**config.mk**
```make
export PLATFORM = sky130hd
export DESIGN_NAME = arp_pwm
export DESIGN_NICKNAME = d
export VERILOG_FILES = /design/src/hw/arp_pkg.sv /design/src/hw/arp_pwm.sv
export SDC_FILE = /design/constraint.sdc
export NUM_CORES = 1
export LEC_CHECK = 0
export BUFFER_PORTS_ARGS = -buffer_cell sky130_fd_sc_hd__buf_2
export CAP_MARGIN = 5
export CORE_UTILIZATION = 40
export DETAILED_ROUTE_END_ITERATION = 12
export PLACE_DENSITY = 0.77
export SYNTH_ARGS = -nofsm -noshare
export SYNTH_HDL_FRONTEND = slang
export SYNTH_SLANG_ARGS = --single-unit
```
**constraint.sdc**
```tcl
create_clock -name sys_clk -period 4.3 [get_ports sys_clk]
set_clock_uncertainty 0.05 [all_clocks]
set_input_delay 0.645 -clock sys_clk [delete_from_list [all_inputs] [get_ports sys_clk]]
set_output_delay 0.645 -clock sys_clk [all_outputs]
set_load 0.05 [all_outputs]
```
**src/hw/arp_pkg.sv**
```systemverilog
// Package: constants and carrier types for the auto-reload PWM block
package arp_pkg;
  localparam int ARP_W = 12;
  localparam logic [11:0] ARP_CNT_MAX = 12'hfff;
  localparam logic [11:0] ARP_ZERO = 12'h000;
  localparam logic [1:0] ARP_PRE_RST = 2'h0;
  localparam logic [11:0] ARP_CNT_STEP = 12'h001;
  localparam logic [1:0] ARP_PRE_STEP = 2'h1;
  localparam logic ARP_PIN_RST = 1'b0;
  localparam logic ARP_MODE_RST = 1'b1;
  localparam logic ARP_PULSE_RST = 1'b0;
  // Divider stages: stage k ticks once every 2**k clocks
  localparam int ARP_DIV_STAGES = 3;
  localparam int ARP_DIV1_STAGE = 0;
  localparam int ARP_DIV2_STAGE = 1;
  localparam int ARP_DIV4_STAGE = 2;

  // Counter clock source selection
  typedef enum logic [1:0] {
    ARP_CLK_OFF = 2'b00,
    ARP_CLK_DIV1 = 2'b01,
    ARP_CLK_DIV2 = 2'b10,
    ARP_CLK_DIV4 = 2'b11
  } arp_clksel_t;

  typedef struct packed {
    arp_clksel_t clk_sel;
    logic pwm_en;
    logic polarity;
    logic [11:0] reload_value;
    logic [11:0] duty;
  } arp_cfg_t;

  typedef struct packed {
    logic [11:0] count;
    logic [11:0] duty_active;
    logic compare_mode;
    logic reload_pulse;
  } arp_stat_t;
endpackage : arp_pkg

```
**src/hw/arp_pwm.sv**
```systemverilog
// Auto-reload timer with single PWM output stage
// How it works
// - Period follows counter clock and reload value
// - Reload value accepts any 12-bit value
// - Polarity 0: low above duty, else high
// - Polarity 1: high above duty, else low
// - Duty compare value is full 12 bits
// - Clearing enable returns to output compare
// - Output compare off while PWM runs
module arp_pwm
  import arp_pkg::*;
(
  input wire logic sys_clk, // 100 MHz clock
  input wire logic resetn, // Async reset, active low
  input wire arp_cfg_t cfg, // Software configuration
  output arp_stat_t stat, // Counter and mode status
  output logic first_pulse_output_pin // PWM pin
);
  // Prescaler phase runs freely from reset
  logic [1:0] prescale;
  logic [1:0] next_prescale;
  // One enable per divider stage
  wire [ARP_DIV_STAGES-1:0] div_tick;

  // Counter and its shadowed compare value
  logic [ARP_W-1:0] count;
  logic [ARP_W-1:0] next_count;
  logic [ARP_W-1:0] step_value;
  logic [ARP_W-1:0] duty_active;
  logic [ARP_W-1:0] next_duty_active;

  // Pin and status flops
  logic pwm_out;
  logic next_pwm_out;
  logic compare_mode;
  logic next_compare_mode;
  logic reload_pulse;
  logic next_reload_pulse;

  // Decoded controls
  logic pwm_active;
  logic cnt_tick;
  logic at_max;
  logic reload_now;
  logic shadow_load;
  logic above;
  logic pwm_level;

  // Pick the divider stage that feeds the counter
  function automatic logic pick_tick(
    input arp_clksel_t sel,
    input logic [ARP_DIV_STAGES-1:0] ticks
  );
    logic t;
    t = 1'b0;
    unique case (sel)
      ARP_CLK_OFF: begin
        t = 1'b0;
      end
      ARP_CLK_DIV1: begin
        t = ticks[ARP_DIV1_STAGE];
      end
      ARP_CLK_DIV2: begin
        t = ticks[ARP_DIV2_STAGE];
      end
      ARP_CLK_DIV4: begin
        t = ticks[ARP_DIV4_STAGE];
      end
    endcase
    return t;
  endfunction : pick_tick

  // Counter has reached the top of its range
  function automatic logic is_max(
    input logic [ARP_W-1:0] value
  );
    return value == ARP_CNT_MAX;
  endfunction : is_max

  // Counter sits strictly above the compare value
  function automatic logic is_above(
    input logic [ARP_W-1:0] value,
    input logic [ARP_W-1:0] limit
  );
    return value > limit;
  endfunction : is_above

  // Pin level from compare result and polarity
  function automatic logic level_of(
    input logic cmp_above,
    input logic polarity
  );
    logic lvl;
    lvl = ~cmp_above;
    if (polarity) begin
      lvl = cmp_above;
    end
    return lvl;
  endfunction : level_of

  // Value the counter takes on its next tick
  function automatic logic [ARP_W-1:0] step_of(
    input logic [ARP_W-1:0] value,
    input logic [ARP_W-1:0] reload
  );
    logic [ARP_W-1:0] nxt;
    nxt = value + ARP_CNT_STEP;
    if (is_max(value)) begin
      nxt = reload;
    end
    return nxt;
  endfunction : step_of

  // Take a fresh value when asked, else keep the held one
  function automatic logic [ARP_W-1:0] take_if(
    input logic take,
    input logic [ARP_W-1:0] fresh,
    input logic [ARP_W-1:0] held
  );
    logic [ARP_W-1:0] v;
    v = held;
    if (take) begin
      v = fresh;
    end
    return v;
  endfunction : take_if

  // Stage k fires when the low k phase bits are all set
  assign div_tick[ARP_DIV1_STAGE] = 1'b1;
  for (genvar k = 1; k < ARP_DIV_STAGES; k++) begin : g_div
    assign div_tick[k] = &prescale[k-1:0];
  end

  assign next_prescale = prescale + ARP_PRE_STEP;

  // With no source selected the counter stays frozen
  assign cnt_tick = pick_tick(cfg.clk_sel, div_tick);
  assign at_max = is_max(count);
  assign reload_now = cnt_tick && at_max;
  assign step_value = step_of(count, cfg.reload_value);
  assign next_count = take_if(cnt_tick, step_value, count);

  // Shadow follows the setting while idle, else waits for a reload
  assign pwm_active = cfg.pwm_en;
  assign shadow_load = reload_now || !pwm_active;
  assign next_duty_active = take_if(shadow_load, cfg.duty,
                                    duty_active);
  assign above = is_above(count, duty_active);
  assign pwm_level = level_of(above, cfg.polarity);
  // Disabled pin rests at the inactive level of its polarity
  assign next_pwm_out = pwm_active ? pwm_level : cfg.polarity;
  assign next_compare_mode = ~pwm_active;
  assign next_reload_pulse = reload_now;

  // Prescaler keeps running while the counter is stopped, so a
  // restart may land on any phase of a divided clock
  always_ff @(posedge sys_clk or negedge resetn) begin
    if (!resetn) begin
      prescale <= ARP_PRE_RST;
    end else begin
      prescale <= next_prescale;
    end
  end

  // Counter advances only on the selected tick
  always_ff @(posedge sys_clk or negedge resetn) begin
    if (!resetn) begin
      count <= ARP_ZERO;
    end else begin
      count <= next_count;
    end
  end

  // Shadowed duty avoids a cut-short period on mid-period writes
  always_ff @(posedge sys_clk or negedge resetn) begin
    if (!resetn) begin
      duty_active <= ARP_ZERO;
    end else begin
      duty_active <= next_duty_active;
    end
  end

  // One-cycle marker after each reload
  always_ff @(posedge sys_clk or negedge resetn) begin
    if (!resetn) begin
      reload_pulse <= ARP_PULSE_RST;
    end else begin
      reload_pulse <= next_reload_pulse;
    end
  end

  // Pin is registered, one cycle behind the compare
  always_ff @(posedge sys_clk or negedge resetn) begin
    if (!resetn) begin
      pwm_out <= ARP_PIN_RST;
    end else begin
      pwm_out <= next_pwm_out;
    end
  end

  // Output compare comes back one cycle after PWM is switched off
  always_ff @(posedge sys_clk or negedge resetn) begin
    if (!resetn) begin
      compare_mode <= ARP_MODE_RST;
    end else begin
      compare_mode <= next_compare_mode;
    end
  end

  // Outputs come straight from the flops above
  assign first_pulse_output_pin = pwm_out;
  assign stat.count = count;
  assign stat.duty_active = duty_active;
  assign stat.compare_mode = compare_mode;
  assign stat.reload_pulse = reload_pulse;
endmodule : arp_pwm

```
==> results.py <==
metrics = {
    "timing": {
        "rsz0062_at_grt": "no",
        "worst_slack_ps": 1650,
        "slew_headroom_pct": 50.7,
        "drv_slew": 0,
        "tns_ps": 0,
        "fin_crit_sh_pct": 61.6,
        "hold_viol": 0,
        "period_minus_slack_ps": 2650,
        "timing.fmax_mhz": 377,
        "setup_violations": 0,
        "tightest_slew_ps": 736,
    },
    "place": {
        "place_area_sq_mm": 0.00204,
        "gp_congestion": 0.853,
        "hpwl_mm": 2.99,
        "dp_slack_ps": 1660,
        "portBuffers": 56,
    },
    "synthesis": {
        "yosysSeqAreaShare_pct": 41.8,
        "ys_types": 39,
        "synth_warnings": 0,
        "ys_ff_latch": 29,
        "netlist_area_sq_mm": 0.00174,
        "mappedNetlistNets": 213,
        "synth_cells": 169,
        "avgSynthCellArea_sq_um": 10.3,
    },
    "cells_and_area": {
        "area_growth_pct": 22.1,
        "diodes": 0,
        "nets": 271,
        "drive_gt1_share_pct": 36.4,
        "fillerInstances": 398,
        "finish.instance_area_sq_mm": 0.00212,
        "final_cell_mix": "56 x buf_2, 28 x dfrtp_1, 18 x inv_1, 15 x nand2_1, 14 x ha_1",
        "final_common_cell": "buf_2",
    },
    "worst_setup_path": {
        "crit_path_max_incr_delay_ps": 660,
        "path_class": "flop to flop",
        "critPathMaxFanout": 14,
        "critPathLaunchType": "flop",
        "required_ps": 4410,
        "cp_cell_sequence": "ha_1 -> nand2_1 -> nor4_4 -> inv_2 -> o21ai_4 -> mux2_2",
        "crit_arrival_ps": 2760,
        "cpLargestDelayFamily": "simple AND/OR/NAND/NOR gates",
        "worstSetupEndpointType": "flop",
        "worst_path_max_delay_cell": "nor4_4",
        "cp_num_buf_inv": 1,
    },
    "route": {
        "route.vias.total": 1471,
        "routedWlPerCell_um": 13.7,
        "drtIter0Drc": 78,
        "ant_nets": 0,
        "firstDrtPassIters": 4,
        "vias_per_cell": 5.29,
        "wl_mm": 3.81,
        "drc_errors": 0,
    },
    "clocking": {
        "path_clk_slew_ps": 60,
        "cts_tree": "yes",
        "clock-sinks": 29,
        "hold_buffers": 0,
        "cts-buffers-inserted": 5,
        "cts_root_buf": "clkbuf_8",
        "htreeDepth": 2,
        "post_cts_resize_count": 0,
        "clock_latency_ps": 280,
        "postCtsSetupRepairBufs": 0,
        "cts_buffer_depth": 2,
    },
    "global_route": {
        "first_global_vias": 1298,
        "grt_pass1_wl_mm": 6.05,
        "gr-total-overflow": 0,
        "grt_max_degree": 30,
        "antenna_found_initial": 0,
        "grt_use_total_pct": 18.3,
    },
    "outcome": {
        "status": "finished, final reports clean",
    },
    "die": {
        "start_util_pct": 42.6,
        "die_y_um": 67.9,
        "io_pins": 57,
        "core_area_sq_mm": 0.00409,
        "std_cell_rows": 23,
        "die_w_um": 67.9,
        "die_area_sq_mm": 0.00462,
    },
    "power_and_ir_drop": {
        "irDropWorstVdd_mv": 0.295,
        "p_leak_nw": 1.10,
        "cellPowerDensity_mw_per_mm2": 444,
    },
    "hold_path": {
        "hp-class": "primary input to async pin",
    },
    "run": {
        "cap_violations": 0,
    },
}
metrics by stage:
step,power (mW),instances,utilization (%),hold slack (ps)
2_1_floorplan,0.633,169,-,299
3_3_place_gp,0.728,270,50.0,384
3_5_place_dp,0.736,270,50.0,401
4_1_cts,0.954,278,52.0,364
5_1_grt,1.00,278,52.0,385
6_report,0.943,278,52.0,334
flip-flops by register name, indices dropped and copies added (netlist names):
name and count:
compare_mode 1, count 12, duty_active 12, first_pulse_output_pin 1
prescale 2, reload_pulse 1
final cells by class:
class,count,area (sq um),area share (%)
inverter,19,71.3,3.36
timing repair buffer,56,280,13.2
tap,50,62.6,2.95
multi-input combinational,116,902,42.5
clock buffer,8,80.1,3.77
sequential,29,727,34.2
worst paths after layout:
path	from	to	slack (ps)	depth (start not counted)
worst max-delay path	count[1]	duty_active[0]	1650	6
worst min-delay path	resetn	duty_active[5]	330	1
worst max register to register	count[1]	duty_active[0]	1650	6
worst min register to register	prescale[0]	prescale[0]	410	1
max in group asynchronous	resetn	count[9]	3440	1
min in group sys_clk	prescale[0]	prescale[0]	410	1
routing by layer:
metal  vias up  wire (um)  global-route usage [%]
li1        722          -                       -
met1       691       1720                    24.0
met2        48       1770                    27.9
met3        10        246                    5.67
met4         0         71                    6.77
met5         -          0                       0
logic make-up after synthesis:
logic type	synth area share (%)
AND/OR/NAND/NOR	13.9
AO/OA/AOI/OAI	14.9
flip-flops	41.8
buffers and inverters	6.33
multiplexers	13.0
adder cells (fa/ha/maj)	10.1
Yosys cell counts:
master	n	share of area [%]
nor3b_1	1	0.43
nor2_1	6	1.3
a21oi_1	12	3.5
o21ai_4	1	0.94
a211oi_1	2	0.86
nand4_1	5	1.8
ha_1	14	10
a31o_2	2	1.0
nand2_1	15	3.2
a22oi_1	1	0.43
a31oi_1	2	0.72
o31ai_1	1	0.43
o21ai_0	13	3.7
nand2b_1	1	0.36
a21boi_0	1	0.43
dfrtp_1	28	40
inv_2	1	0.22
buf_4	2	0.86
o311a_1	1	0.58
nor3_1	3	0.86
inv_1	18	3.9
mux2i_1	2	1.2
o211ai_1	2	0.86
or3_1	1	0.36
nor4_4	1	1.2
o311ai_0	1	0.50
mux2_4	10	8.6
nor4_1	1	0.36
nand3_1	7	2.0
buf_8	1	0.86
a211o_1	1	0.50
dfstp_2	1	1.5
clkbuf_1	1	0.22
and3_1	1	0.36
nand4_4	1	1.2
mux2_2	5	3.2
o21a_1	1	0.43
nor2b_1	1	0.36
buf_2	1	0.29
worst reg2reg max path, stage by stage, from the launching register on:
cell and delay, ps:
dfrtp_1 430, ha_1 230, nand2_1 160, nor4_4 660, inv_2 130, o21ai_4 480, mux2_2 390
where the power goes:
part | internal, mW | switching [mW] | total [mW] | leakage (nW)
Clock | 0.115 | 0.0939 | 0.208 | 0.0395
Combinational | 0.113 | 0.254 | 0.367 | 0.702
Sequential | 0.312 | 0.0555 | 0.368 | 0.356
Total | 0.540 | 0.403 | 0.943 | 1.10
Power figures use the tool's default switching activity.
